==> config.mk <==
export PLATFORM = sky130hd
export DESIGN_NAME = sbt_tap
export DESIGN_NICKNAME = d
export VERILOG_FILES = /design/src/pkg/sbt_pkg.sv /design/src/hdl/sbt_sync.sv /design/src/hdl/sbt_tap.sv
export SDC_FILE = /design/constraint.sdc
export NUM_CORES = 1
export LEC_CHECK = 0
export BUFFER_PORTS_ARGS = -buffer_cell sky130_fd_sc_hd__clkbuf_2
export CAP_MARGIN = 40
export CORE_ASPECT_RATIO = 0.8
export CORE_MARGIN = 4
export CORE_UTILIZATION = 35
export DETAILED_ROUTE_END_ITERATION = 10
export HOLD_SLACK_MARGIN = 0.08
export PLACE_DENSITY = 0.59
export SYNTH_ARGS = -nofsm -noshare
export SYNTH_HDL_FRONTEND = slang
export SYNTH_HIERARCHICAL = 1
export SYNTH_SLANG_ARGS = --single-unit
==> constraint.sdc <==
create_clock -name sys_clk -period 15.85 [get_ports sys_clk]
set_clock_uncertainty 0.1 [all_clocks]
set_input_delay 3.17 -clock sys_clk [delete_from_list [all_inputs] [get_ports sys_clk]]
set_output_delay 3.17 -clock sys_clk [all_outputs]
set_load 0.01 [all_outputs]
==> src/pkg/sbt_pkg.sv <==
// constants, types and state codes of the boundary-scan test access port
package sbt_pkg;

    // register widths
    localparam int IR_W = 3;
    localparam int ID_W = 32;
    localparam int BSR_W = 110;
    localparam int BSR_HIZ_BIT = 109;

    // instruction codes
    localparam logic [IR_W-1:0] INS_EXTEST = 3'h0;
    localparam logic [IR_W-1:0] INS_IDCODE = 3'h1;
    localparam logic [IR_W-1:0] INS_SAMPLEZ = 3'h2;
    localparam logic [IR_W-1:0] INS_PRELOAD = 3'h4;
    localparam logic [IR_W-1:0] INS_BYPASS = 3'h7;

    // capture pattern of the instruction register, upper bit then the two low bits
    localparam logic IR_CAPT_MSB = 1'h0;
    localparam logic [1:0] IR_CAPT_LSB = 2'h1;

    // identification word, value arbitrary; bit 0 set as the scan protocol demands
    localparam logic [ID_W-1:0] IDCODE_VAL = 32'h0A5C_3001;

    // reset values
    localparam logic [BSR_W-1:0] BSR_UPD_RST = {BSR_W{1'b0}};
    localparam logic BYP_CAPT_VAL = 1'h0;

    // rising edges with mode select high that always reach test-logic-reset
    localparam logic [2:0] TLR_TMS_EDGES = 3'h5;

    // test pins as sampled together
    typedef struct packed {
        logic tck;
        logic tms;
        logic tdi;
    } sbt_pins_s;

    // open pins read high, a parked clock reads low
    localparam sbt_pins_s PIN_RST_VAL = '{tck: 1'b0, tms: 1'b1, tdi: 1'b1};

    // controller states
    typedef enum logic [15:0] {
        ST_TLR    = 16'h0001,
        ST_RTI    = 16'h0002,
        ST_SELDR  = 16'h0004,
        ST_CAPDR  = 16'h0008,
        ST_SHDR   = 16'h0010,
        ST_EX1DR  = 16'h0020,
        ST_PAUSDR = 16'h0040,
        ST_EX2DR  = 16'h0080,
        ST_UPDR   = 16'h0100,
        ST_SELIR  = 16'h0200,
        ST_CAPIR  = 16'h0400,
        ST_SHIR   = 16'h0800,
        ST_EX1IR  = 16'h1000,
        ST_PAUSIR = 16'h2000,
        ST_EX2IR  = 16'h4000,
        ST_UPIR   = 16'h8000
    } sbt_state_e;

    // serial path selection
    typedef enum logic [3:0] {
        SEL_IR  = 4'h1,
        SEL_BYP = 4'h2,
        SEL_ID  = 4'h4,
        SEL_BSR = 4'h8
    } sbt_sel_e;

endpackage

==> src/hdl/sbt_sync.sv <==
// two-stage synchroniser for a group of asynchronous levels
`timescale 1ns/10ps
module sbt_sync #(
    parameter int W = 3,
    parameter logic [W-1:0] RST_VAL = '0
) (
    input wire logic sys_clk,
    input wire logic rst,
    input wire logic [W-1:0] d,
    output logic [W-1:0] q
);
    logic [W-1:0] meta_q;

    // first stage feeds only the second
    always_ff @(posedge sys_clk or posedge rst) begin
        if (rst) begin
            meta_q <= RST_VAL;
            q <= RST_VAL;
        end else begin
            meta_q <= d;
            q <= meta_q;
        end
    end
endmodule // sbt_sync

==> src/hdl/sbt_tap.sv <==
// boundary-scan test access port, oversampling the test clock with sys_clk
//
// How it works
// - behave as a standard boundary-scan access port within the small instruction set
// - inputs taken at test clock rise, data out and its enable changed only at its fall
// - the current instruction picks the register between data in and data out
// - serial data enters the top bit of the selected register
// - data out shows the lowest bit of the selected register
// - data out driven only in shift states, high impedance otherwise
// - reset state at power-up with no test clock, memory untouched
// - unconnected mode select and data in count as high only at reset, from the synchroniser reset values
// - five rises with mode select high reach test-logic-reset
// - capture-IR loads binary 01 into the two low instruction bits
// - test-logic-reset loads the identification instruction
// - bypass is one bit between data in and out, cleared on capture
`timescale 1ns/10ps
module sbt_tap (
    input wire logic sys_clk,
    input wire logic rst,
    input wire logic tck,
    input wire logic tms,
    input wire logic tdi,
    input wire logic [sbt_pkg::BSR_W-1:0] ring_in,
    output logic tdo,
    output logic tdo_oe,
    output logic [sbt_pkg::IR_W-1:0] instr,
    output logic [sbt_pkg::BSR_W-1:0] bsr_update,
    output logic out_hiz
);
    sbt_pkg::sbt_pins_s pin_raw;
    sbt_pkg::sbt_pins_s pin_s;
    sbt_pkg::sbt_state_e state_q;
    sbt_pkg::sbt_state_e state_d;
    sbt_pkg::sbt_sel_e cur_sel;
    logic tck_prev_q;
    logic tck_rise;
    logic tck_fall;
    logic [sbt_pkg::IR_W-1:0] ir_q;
    logic [sbt_pkg::IR_W-1:0] ir_sh_q;
    logic byp_q;
    logic [sbt_pkg::ID_W-1:0] id_q;
    logic [sbt_pkg::BSR_W-1:0] bsr_q;
    logic [sbt_pkg::BSR_W-1:0] bsr_upd_q;
    logic tdo_q;
    logic tdo_oe_q;
    logic out_hiz_q;
    logic [2:0] tms_cnt_q;

    // data register picked by an instruction; privates fall back to bypass
    function automatic sbt_pkg::sbt_sel_e dr_sel(input logic [sbt_pkg::IR_W-1:0] ins);
        if (ins == sbt_pkg::INS_IDCODE) begin
            return sbt_pkg::SEL_ID;
        end else if (ins == sbt_pkg::INS_EXTEST || ins == sbt_pkg::INS_SAMPLEZ ||
                     ins == sbt_pkg::INS_PRELOAD) begin
            return sbt_pkg::SEL_BSR;
        end else begin
            return sbt_pkg::SEL_BYP;
        end
    endfunction

    // pins cross into sys_clk; reset values read open pins as high
    assign pin_raw = '{tck: tck, tms: tms, tdi: tdi};
    sbt_sync #(
        .W(3),
        .RST_VAL(sbt_pkg::PIN_RST_VAL)
    ) u_sync (
        .sys_clk(sys_clk),
        .rst(rst),
        .d(pin_raw),
        .q(pin_s)
    );

    // edge finder on the synchronised test clock; a parked clock gives none
    always_ff @(posedge sys_clk or posedge rst) begin
        if (rst) begin
            tck_prev_q <= 1'b0;
        end else begin
            tck_prev_q <= pin_s.tck;
        end
    end
    assign tck_rise = pin_s.tck & ~tck_prev_q;
    assign tck_fall = ~pin_s.tck & tck_prev_q;

    // standard controller transitions
    always_comb begin
        state_d = state_q;
        unique case (state_q)
            sbt_pkg::ST_TLR: state_d = pin_s.tms ? sbt_pkg::ST_TLR : sbt_pkg::ST_RTI;
            sbt_pkg::ST_RTI: state_d = pin_s.tms ? sbt_pkg::ST_SELDR : sbt_pkg::ST_RTI;
            sbt_pkg::ST_SELDR: state_d = pin_s.tms ? sbt_pkg::ST_SELIR : sbt_pkg::ST_CAPDR;
            sbt_pkg::ST_CAPDR: state_d = pin_s.tms ? sbt_pkg::ST_EX1DR : sbt_pkg::ST_SHDR;
            sbt_pkg::ST_SHDR: state_d = pin_s.tms ? sbt_pkg::ST_EX1DR : sbt_pkg::ST_SHDR;
            sbt_pkg::ST_EX1DR: state_d = pin_s.tms ? sbt_pkg::ST_UPDR : sbt_pkg::ST_PAUSDR;
            sbt_pkg::ST_PAUSDR: state_d = pin_s.tms ? sbt_pkg::ST_EX2DR : sbt_pkg::ST_PAUSDR;
            sbt_pkg::ST_EX2DR: state_d = pin_s.tms ? sbt_pkg::ST_UPDR : sbt_pkg::ST_SHDR;
            sbt_pkg::ST_UPDR: state_d = pin_s.tms ? sbt_pkg::ST_SELDR : sbt_pkg::ST_RTI;
            sbt_pkg::ST_SELIR: state_d = pin_s.tms ? sbt_pkg::ST_TLR : sbt_pkg::ST_CAPIR;
            sbt_pkg::ST_CAPIR: state_d = pin_s.tms ? sbt_pkg::ST_EX1IR : sbt_pkg::ST_SHIR;
            sbt_pkg::ST_SHIR: state_d = pin_s.tms ? sbt_pkg::ST_EX1IR : sbt_pkg::ST_SHIR;
            sbt_pkg::ST_EX1IR: state_d = pin_s.tms ? sbt_pkg::ST_UPIR : sbt_pkg::ST_PAUSIR;
            sbt_pkg::ST_PAUSIR: state_d = pin_s.tms ? sbt_pkg::ST_EX2IR : sbt_pkg::ST_PAUSIR;
            sbt_pkg::ST_EX2IR: state_d = pin_s.tms ? sbt_pkg::ST_UPIR : sbt_pkg::ST_SHIR;
            sbt_pkg::ST_UPIR: state_d = pin_s.tms ? sbt_pkg::ST_SELDR : sbt_pkg::ST_RTI;
            default: state_d = sbt_pkg::ST_TLR; // a corrupted one-hot code recovers
        endcase
    end

    // state steps only at a test clock rise; reset needs no test clock
    always_ff @(posedge sys_clk or posedge rst) begin
        if (rst) begin
            state_q <= sbt_pkg::ST_TLR;
        end else if (tck_rise) begin
            state_q <= state_d;
        end
    end

    // path between data in and data out
    assign cur_sel = (state_q == sbt_pkg::ST_CAPIR || state_q == sbt_pkg::ST_SHIR ||
                      state_q == sbt_pkg::ST_EX1IR || state_q == sbt_pkg::ST_PAUSIR ||
                      state_q == sbt_pkg::ST_EX2IR) ? sbt_pkg::SEL_IR : dr_sel(ir_q);

    // instruction shift stage: capture pattern, then shift in at the top
    always_ff @(posedge sys_clk or posedge rst) begin
        if (rst) begin
            ir_sh_q <= sbt_pkg::INS_IDCODE;
        end else if (tck_rise && state_q == sbt_pkg::ST_CAPIR) begin
            ir_sh_q <= {sbt_pkg::IR_CAPT_MSB, sbt_pkg::IR_CAPT_LSB};
        end else if (tck_rise && state_q == sbt_pkg::ST_SHIR) begin
            ir_sh_q <= {pin_s.tdi, ir_sh_q[sbt_pkg::IR_W-1:1]};
        end
    end

    // held instruction; reset state forces the identification one
    always_ff @(posedge sys_clk or posedge rst) begin
        if (rst) begin
            ir_q <= sbt_pkg::INS_IDCODE;
        end else if (state_q == sbt_pkg::ST_TLR) begin
            ir_q <= sbt_pkg::INS_IDCODE;
        end else if (tck_rise && state_q == sbt_pkg::ST_UPIR) begin
            ir_q <= ir_sh_q;
        end
    end

    // one-bit bypass, cleared on capture
    always_ff @(posedge sys_clk or posedge rst) begin
        if (rst) begin
            byp_q <= sbt_pkg::BYP_CAPT_VAL;
        end else if (tck_rise && cur_sel == sbt_pkg::SEL_BYP) begin
            if (state_q == sbt_pkg::ST_CAPDR) begin
                byp_q <= sbt_pkg::BYP_CAPT_VAL;
            end else if (state_q == sbt_pkg::ST_SHDR) begin
                byp_q <= pin_s.tdi;
            end
        end
    end

    // identification register
    always_ff @(posedge sys_clk or posedge rst) begin
        if (rst) begin
            id_q <= sbt_pkg::IDCODE_VAL;
        end else if (tck_rise && cur_sel == sbt_pkg::SEL_ID) begin
            if (state_q == sbt_pkg::ST_CAPDR) begin
                id_q <= sbt_pkg::IDCODE_VAL;
            end else if (state_q == sbt_pkg::ST_SHDR) begin
                id_q <= {pin_s.tdi, id_q[sbt_pkg::ID_W-1:1]};
            end
        end
    end

    // boundary register: capture the pin ring, shift from the top
    always_ff @(posedge sys_clk or posedge rst) begin
        if (rst) begin
            bsr_q <= sbt_pkg::BSR_UPD_RST;
        end else if (tck_rise && cur_sel == sbt_pkg::SEL_BSR) begin
            if (state_q == sbt_pkg::ST_CAPDR) begin
                bsr_q <= ring_in; // ring is unsynchronised; values mid-transition are undefined
            end else if (state_q == sbt_pkg::ST_SHDR) begin
                bsr_q <= {pin_s.tdi, bsr_q[sbt_pkg::BSR_W-1:1]};
            end
        end
    end

    // preload latch, cleared by the reset state
    always_ff @(posedge sys_clk or posedge rst) begin
        if (rst) begin
            bsr_upd_q <= sbt_pkg::BSR_UPD_RST;
        end else if (state_q == sbt_pkg::ST_TLR) begin
            bsr_upd_q <= sbt_pkg::BSR_UPD_RST;
        end else if (tck_rise && state_q == sbt_pkg::ST_UPDR && cur_sel == sbt_pkg::SEL_BSR) begin
            bsr_upd_q <= bsr_q;
        end
    end

    // serial output and its enable move only at the falling edge
    always_ff @(posedge sys_clk or posedge rst) begin
        if (rst) begin
            tdo_q <= 1'b0;
            tdo_oe_q <= 1'b0;
        end else if (tck_fall) begin
            tdo_oe_q <= (state_q == sbt_pkg::ST_SHDR || state_q == sbt_pkg::ST_SHIR);
            unique case (cur_sel)
                sbt_pkg::SEL_IR: tdo_q <= ir_sh_q[0];
                sbt_pkg::SEL_BYP: tdo_q <= byp_q;
                sbt_pkg::SEL_ID: tdo_q <= id_q[0];
                sbt_pkg::SEL_BSR: tdo_q <= bsr_q[0];
            endcase
        end
    end

    // memory output bus float request, never active outside test instructions
    always_ff @(posedge sys_clk or posedge rst) begin
        if (rst) begin
            out_hiz_q <= 1'b0;
        end else begin
            out_hiz_q <= (ir_q == sbt_pkg::INS_SAMPLEZ) ||
                         (ir_q == sbt_pkg::INS_EXTEST && !bsr_upd_q[sbt_pkg::BSR_HIZ_BIT]);
        end
    end

    assign tdo = tdo_q;
    assign tdo_oe = tdo_oe_q;
    assign instr = ir_q;
    assign bsr_update = bsr_upd_q;
    assign out_hiz = out_hiz_q;

    // helper: consecutive rises with mode select high, saturating
    always_ff @(posedge sys_clk or posedge rst) begin
        if (rst) begin
            tms_cnt_q <= 3'h0;
        end else if (tck_rise) begin
            if (!pin_s.tms) begin
                tms_cnt_q <= 3'h0;
            end else if (tms_cnt_q != sbt_pkg::TLR_TMS_EDGES) begin
                tms_cnt_q <= tms_cnt_q + 3'h1;
            end
        end
    end

    property p_five_tms_reset;
        @(posedge sys_clk) disable iff (rst)
        (tck_rise && pin_s.tms && tms_cnt_q == 3'h4) |=> (state_q == sbt_pkg::ST_TLR);
    endproperty
    a_five_tms_reset: assert property (p_five_tms_reset) else $error("five tms highs missed reset");

    property p_tdo_on_fall;
        @(posedge sys_clk) disable iff (rst)
        ($changed(tdo_q) || $changed(tdo_oe_q)) |-> $past(tck_fall);
    endproperty
    a_tdo_on_fall: assert property (p_tdo_on_fall) else $error("tdo moved off a falling edge");

    property p_state_on_rise;
        @(posedge sys_clk) disable iff (rst)
        $changed(state_q) |-> $past(tck_rise);
    endproperty
    a_state_on_rise: assert property (p_state_on_rise) else $error("state moved without tck rise");

    property p_oe_shift_only;
        @(posedge sys_clk) disable iff (rst)
        tck_fall |=> (tdo_oe_q == ($past(state_q) == sbt_pkg::ST_SHDR ||
                                   $past(state_q) == sbt_pkg::ST_SHIR));
    endproperty
    a_oe_shift_only: assert property (p_oe_shift_only) else $error("tdo enable outside shift");

    property p_capir_pattern;
        @(posedge sys_clk) disable iff (rst)
        (tck_rise && state_q == sbt_pkg::ST_CAPIR) |=> (ir_sh_q[1:0] == 2'h1);
    endproperty
    a_capir_pattern: assert property (p_capir_pattern) else $error("capture-IR pattern wrong");

    property p_tlr_idcode;
        @(posedge sys_clk) disable iff (rst)
        (state_q == sbt_pkg::ST_TLR) |=> (ir_q == sbt_pkg::INS_IDCODE);
    endproperty
    a_tlr_idcode: assert property (p_tlr_idcode) else $error("reset state lost idcode");

    property p_bypass_clear;
        @(posedge sys_clk) disable iff (rst)
        (tck_rise && state_q == sbt_pkg::ST_CAPDR && cur_sel == sbt_pkg::SEL_BYP) |=> !byp_q;
    endproperty
    a_bypass_clear: assert property (p_bypass_clear) else $error("bypass not cleared");

    property p_tdi_to_msb;
        @(posedge sys_clk) disable iff (rst)
        (tck_rise && state_q == sbt_pkg::ST_SHDR && cur_sel == sbt_pkg::SEL_BSR)
            |=> (bsr_q[sbt_pkg::BSR_W-1] == $past(pin_s.tdi));
    endproperty
    a_tdi_to_msb: assert property (p_tdi_to_msb) else $error("tdi not in msb");

    property p_lsb_out;
        @(posedge sys_clk) disable iff (rst)
        (tck_fall && state_q == sbt_pkg::ST_SHDR && cur_sel == sbt_pkg::SEL_ID)
            |=> (tdo_q == $past(id_q[0]));
    endproperty
    a_lsb_out: assert property (p_lsb_out) else $error("tdo not the lsb");

endmodule // sbt_tap

== Word level (Yosys, flattened, before mapping) ==
Cells that the tools add are included.
Word-level totals
  bits in latches: 0
  input port bits: 115
  RAM bits: 0
  output and inout bits: 116
  ROM bits: 0
  memories kept: 0
  logic and storage cells: 98
  bits in registers: 285
Cells by class
  bitwise gates (word level): 4
  multiply operators: 0
  shift operators: 0
  order comparisons: 0
  equal/unequal tests: 23
  multiplexer cells: 29
  reductions and logical operators: 29
  add/sub/neg operators: 0
  divide/modulo/power cells: 0
Operator list (count)
  2-to-1 mux 110 bit: 4
  one-hot mux 16 bit (12 select lines): 1
  2-to-1 mux 32 bit: 2
  2-to-1 mux 16 bit: 2
  2-to-1 mux 9 bit: 2
  == test 16 x 1 -> 1 bit, second input constant: 1
  == test 16 x 10 -> 1 bit, second input constant: 1
  == test 16 x 11 -> 1 bit, second input constant: 1
  == test 16 x 12 -> 1 bit, second input constant: 1
  == test 16 x 13 -> 1 bit, second input constant: 1
  == test 16 x 14 -> 1 bit, second input constant: 1
  == test 16 x 15 -> 1 bit, second input constant: 1
  == test 16 bit, second input constant: 1
  == test 16 x 2 -> 1 bit, second input constant: 1
  == test 16 x 3 -> 1 bit, second input constant: 1
  == test 16 x 4 -> 1 bit, second input constant: 1
  == test 16 x 5 -> 1 bit, second input constant: 1
  == test 16 x 6 -> 1 bit, second input constant: 1
  == test 16 x 7 -> 1 bit, second input constant: 1
  == test 16 x 8 -> 1 bit, second input constant: 1
  == test 16 x 9 -> 1 bit, second input constant: 1
  2-to-1 mux 15 bit: 1
  2-to-1 mux 3 bit: 5
  2-to-1 mux 13 bit: 1
  other kinds (25): 51

== Longest topological paths before layout ==
  depth after elaboration: 10
  gate-level depth with buffers: 10
  gate-level depth less buffers: 5

== Cells and area by module ==
Netlist, hierarchy kept.
Modules (own cells, without submodules)
  sbt_tap: times used 1, seq. area each 6996.7 um^2, area an instance 11937.7 um^2, cells each 1063
  sbt_sync: times used 1, seq. area each 155.1 um^2, area an instance 158.9 um^2, cells each 7

== Least setup slack after synthesis ==
No wires, ideal clock.
  path kind: register -> output
  from: register ir_q (netlist bit instr[0])
  to: output port instr[0] in the netlist's numbering
  arrival: 0.572 ns
  required time: 12.580 ns
  path buffers: 0
  path slack: 12.008 ns
  cell stages (with the launch flop): 1
  cells stage by stage: dfstp_2
RTL lines
  from (decl): line sbt_tap.sv:38  | logic [sbt_pkg::IR_W-1:0] ir_q;
  from (signal assigned): line sbt_tap.sv:136  | ir_q <= sbt_pkg::INS_IDCODE;
  from (signal assigned): line sbt_tap.sv:138  | ir_q <= sbt_pkg::INS_IDCODE;
  from (signal assigned): line sbt_tap.sv:140  | ir_q <= ir_sh_q;
  to (decl): line sbt_tap.sv:26  | output logic [sbt_pkg::IR_W-1:0] instr,
No word-level cell between the ends.

== Final worst setup path ==
  from: register ir_q (netlist bit instr[0])
  to: output port instr[0] in the netlist's numbering
No word-level cell between the ends.

==> results.md <==
| Step | Item | This run |
| --- | --- | --- |
| final layout | Inserted Diodes | 0 |
| final layout | Number of non-filler instances in the completed layout | 1747 |
| yosys | Synthesized area per cell | 11.3 sq um |
| clocking | Number of buffers created by CTS | 30 |
| worst hold path | Number of cells traversed by the worst hold path | 0 |
| grt | Wire length of the first global-routing pass | 50400 um |
| final layout | Filler Cells Inserted | 3224 |
| critical path | Cell depth of the worst setup path | 1 |
| power and ir drop | Power density over the cells | 113 mW/mm^2 |
| yosys | Number of enable flip-flop cells after synthesis | 0 |
| routing | Antenna Violating Nets Remaining | 0 |
| floorplan | Core outline area | 0.0339 sq mm |
| critical path | Launching element type of the critical path | flip-flop |
| yosys | Distinct cell type count of the synthesized netlist | 49 |
| yosys | Synth Flop Type | sky130_fd_sc_hd__dfrtp_1 |
| clocking | Clk_lat worst skew | 0.56 ns |
| sta | Number of failing setup endpoints in the final timing report | 0 |
| critical path | Chain of cells forming the critical path | clkbuf_2 |
| placed design | Post-DP HPWL | 20300 um |
| final layout | Synth-to-layout area growth | 21.4% |
| power and ir drop | Combinational power share | 10.3% |
| yosys | Synthesized instance count | 1070 |
| yosys | Most used standard cells in the synthesized netlist | 269 x sky130_fd_sc_hd__dfrtp_1, 179 x sky130_fd_sc_hd__nand2_1, 113 x sky130_fd_sc_hd__mux2i_1, 112 x sky130_fd_sc_hd__a22o_1, 110 x sky130_fd_sc_hd__o21ai_0 |
| routing | Detailed-route DRC error count | 0 |
| yosys | Number of storage elements in the synthesis netlist | 285 |
| critical path | Endpoint of the worst-slack reg-to-reg timing path | bsr_update[56] |
| routing | DR WL/cell | 17.7 um |
| yosys | Number of nets produced by synthesis | 1185 |
| sta | FMAX | 217 MHz |
| critical path | Count of buffering cells on the critical path with inverters included | 1 |
| routing | Iter 0 DRT Violations | 668 |
| floorplan | Num rows | 60 |
| yosys | YS warnings | 6 |
| grt | Leftover overflow at the end of global routing | 0 |
| power and ir drop | Clock Power Share | 44.2% |
| clocking | Cts repair resizes | 0 |
| clocking | CTS tree | built |
| final layout | Final design utilization | 43.4% |
| yosys | Most repeated cell in the gate-level netlist after synthesis | sky130_fd_sc_hd__dfrtp_1 |
| critical path | CP Class | flip-flop to output pin |
| power and ir drop | Switching power | 0.430 mW |
| clocking | Clock tree root driver cell | sky130_fd_sc_hd__clkbuf_16 |
| sta | Final hold viol count | 0 |
| routing | Via count | 8734 |
| critical path | Crit. Startpoint | instr[0] |
| floorplan | I/O pins | 231 |
| sta | Setup WS post-layout | 11.25 ns |
| power and ir drop | Reg power frac | 45.5% |
| placed design | Placed cell count | 1691 |
| grt | Number of global-route vias before repair | 8796 |
| routing | Overall routed net length | 31000 um |
| sta | Unrepaired setup endpoints after global routing | no |
| critical path | Delay of the slowest cell on the worst path | 0.61 ns |
| critical path | CP max-delay cell | sky130_fd_sc_hd__dfstp_2 |
| grt | Initial antenna violation count | 2 |
| critical path | Delay-heaviest family, CP | flip-flops |
| critical path | Worst Setup EP | instr[0] |
| critical path | Critical path endpoint category | output pin |
| run status | Outcome | finished clean |
| power and ir drop | Overall power | 1.66 mW |
| grt | Pin count of the biggest net entering global routing | 114 |
| floorplan | Starting density of the core | 35.7% |
| yosys | Cell type with the largest total area after synthesis | sky130_fd_sc_hd__dfrtp_1 |
| clocking | Register clock-pin slew on the reported worst setup and hold paths | 0.06 ns |
| placed design | Weighted congestion reported at the end of routability-driven placement | 0.856 |
| placed design | Setup slack after placement | 11.04 ns |
| power and ir drop | Internal Power | 1.23 mW |
| critical path | Critical Path AT | 1.33 ns |
| sta | Time the worst path needs with I/O delays and setup | 4.60 ns |
| sta | Post-route clock period utilization | 29.0% |
| yosys | Synth top area share | 55.6% |
| final layout | Proportion of layout cells with a drive suffix above 1 | 27.5% |
| job | Max-capacitance violation count | 0 |
| clocking | Depth of the CTS H-tree | 1 |
| critical path | Worst R2R Path Depth | 6 |
| routing | Vias per inst | 5.00 |
| power and ir drop | LEAKAGE | 7.05 nW |
| final layout | Final layout net count | 1373 |
| sta | Slew headroom | 39.6% |
| sta | Pin slew with the least headroom to its limit | 0.898 ns |
| critical path | Required time of the critical path | 12.58 ns |
| routing | First-pass iteration count of the detailed router | 5 |
| yosys | Most area-consuming cells after synthesis | sky130_fd_sc_hd__dfrtp_1 56%, sky130_fd_sc_hd__mux2i_1 9.4%, sky130_fd_sc_hd__a22o_1 8.1%, sky130_fd_sc_hd__nand2_1 5.6%, sky130_fd_sc_hd__o21ai_0 4.6% |
| critical path | Max FO, Critical Path | 7 |
| yosys | Mapped Area | 0.0121 sq mm |
| sta | Number of pins exceeding their max-slew limit in the final report | 0 |
| placed design | Port Buffers | 230 |
| worst hold path | Path type of the worst min-delay path | flip-flop to flip-flop |
| floorplan | Die Area | 0.0376 sq mm |
| critical path | Origin of the critical flop-to-flop path | state_q[13] |
| critical path | Worst reg-to-reg setup slack | 12.14 ns |
| sta | Setup TNS Final | 0 ns |
| grt | Total Routing Usage GR | 16.3% |
| floorplan | Width of the die | 216 um |
| power and ir drop | IR Drop Worst-Case VDD | 0.0000877 V |
| clocking | TritonCTS Sinks | 285 |
| power and ir drop | Switching Share | 26.0% |
| clocking | Buffer levels on the longest clock path | 3 |
| floorplan | Height of the die | 174 um |
| clocking | # Post-CTS Setup Buffers | 0 |
| clocking | Total of hold buffers inserted after clock tree synthesis | 0 |
| yosys | Fraction of registers with async set or reset after synthesis | 100% |
| yosys | Portion of the post-synthesis area used by sequential elements | 59.1% |
==> cells by family after synthesis <==
group	count (synthesis)	synth area share, %
buffers and inverters	98	4.01
XOR/XNOR	7	0.507
flip-flops	285	59.1
adder cells (fa/ha/maj)	1	0.0828
AO/OA/AOI/OAI	287	16.5
multiplexers	114	9.44
AND/OR/NAND/NOR	278	10.4
==> power by group through the flow <==
stage                     logic, mW  clock network [mW]  registers, mW
after floorplan               0.111                   0          0.762
after global placement        0.167                   0          0.765
after detailed placement      0.172                   0          0.766
after CTS                     0.172               0.752          0.753
after global routing          0.189               0.786          0.754
final                         0.170               0.732          0.753
==> layout make-up <==
class                   count  area [sq um]  share of cell area, %
flip-flops and latches    285          7150                   48.7
multi-input cells         687          4480                   30.5
repair buffers            246          1380                   9.42
clock buffers              40           880                   5.99
well taps                 465           582                   3.96
clock inverters            16           170                   1.16
inverters                   8          37.5                  0.256
==> metrics by stage <==
stage                     area (sq um)  hold slack [ns]
final                            14700            0.250
after global routing             14700            0.257
after CTS                        14700            0.253
after detailed placement         13600            0.237
after global placement           13500            0.237
after floorplan                  12100            0.231
==> placed cells by master (no fill, tap or decap), types with 2 or more instances in the layout <==
cell type | netlist | final
sky130_fd_sc_hd__dfrtp_1 | 269 | 269
sky130_fd_sc_hd__buf_16 | 0 | 5
sky130_fd_sc_hd__a21oi_1 | 4 | 4
sky130_fd_sc_hd__xnor2_1 | 2 | 2
sky130_fd_sc_hd__nor3_2 | 4 | 4
sky130_fd_sc_hd__nand3_1 | 3 | 3
sky130_fd_sc_hd__o211ai_1 | 2 | 2
sky130_fd_sc_hd__or4b_2 | 2 | 2
sky130_fd_sc_hd__o21ai_1 | 21 | 21
sky130_fd_sc_hd__o31ai_1 | 4 | 4
sky130_fd_sc_hd__clkbuf_2 | 0 | 230
sky130_fd_sc_hd__clkbuf_16 | 0 | 31
sky130_fd_sc_hd__and4_1 | 2 | 2
sky130_fd_sc_hd__nand2b_1 | 5 | 5
sky130_fd_sc_hd__o21ai_2 | 21 | 21
sky130_fd_sc_hd__o21ai_0 | 110 | 110
sky130_fd_sc_hd__a22o_1 | 112 | 112
sky130_fd_sc_hd__bufinv_16 | 0 | 3
sky130_fd_sc_hd__nor3_1 | 12 | 12
sky130_fd_sc_hd__nor4_1 | 11 | 10
sky130_fd_sc_hd__buf_4 | 0 | 10
sky130_fd_sc_hd__nand4b_1 | 2 | 2
sky130_fd_sc_hd__nand4_1 | 7 | 7
sky130_fd_sc_hd__clkbuf_8 | 0 | 7
sky130_fd_sc_hd__inv_1 | 8 | 7
sky130_fd_sc_hd__mux2i_1 | 113 | 113
sky130_fd_sc_hd__clkbuf_1 | 41 | 2
sky130_fd_sc_hd__or4_4 | 2 | 2
sky130_fd_sc_hd__xor2_1 | 5 | 5
sky130_fd_sc_hd__clkinv_2 | 0 | 7
sky130_fd_sc_hd__nand3b_1 | 4 | 4
sky130_fd_sc_hd__dfstp_2 | 16 | 16
sky130_fd_sc_hd__or4_1 | 6 | 6
sky130_fd_sc_hd__nor2_1 | 33 | 32
sky130_fd_sc_hd__a2bb2oi_1 | 2 | 2
sky130_fd_sc_hd__o41ai_1 | 2 | 2
sky130_fd_sc_hd__nand2_1 | 179 | 179
sky130_fd_sc_hd__clkinvlp_4 | 0 | 6
==> sequential cells by signal, summed over array words and instances, names as in the netlist <==
register and flops:
state_q 16, tdo 1, id_q 32, tck_prev_q 1
out_hiz 1, instr 3, byp_q 1, bsr_update 110
u_sync/meta_q 3, tdo_oe 1, ir_sh_q 3, bsr_q 110
u_sync/q 3
==> routing by layer <==
metal	routed length (um)	vias to the layer above	global-route usage (%)
li1	-	4209	-
met1	14900	4253	24.1
met2	13400	221	24.0
met5	29	-	0
met3	2060	47	4.40
met4	580	4	3.54
==> worst min path at each step <==
stage	to	startpoint	slack, ns
after floorplan	u_sync/q[2]	u_sync/meta_q[2]	0.23
after global placement	u_sync/q[2]	u_sync/meta_q[2]	0.24
after detailed placement	u_sync/q[2]	u_sync/meta_q[2]	0.24
after global routing	u_sync/q[2]	u_sync/meta_q[2]	0.26
after CTS	u_sync/q[2]	u_sync/meta_q[2]	0.25
final	u_sync/q[2]	u_sync/meta_q[2]	0.25
No activity file was read; power rests on OpenSTA's default activity.
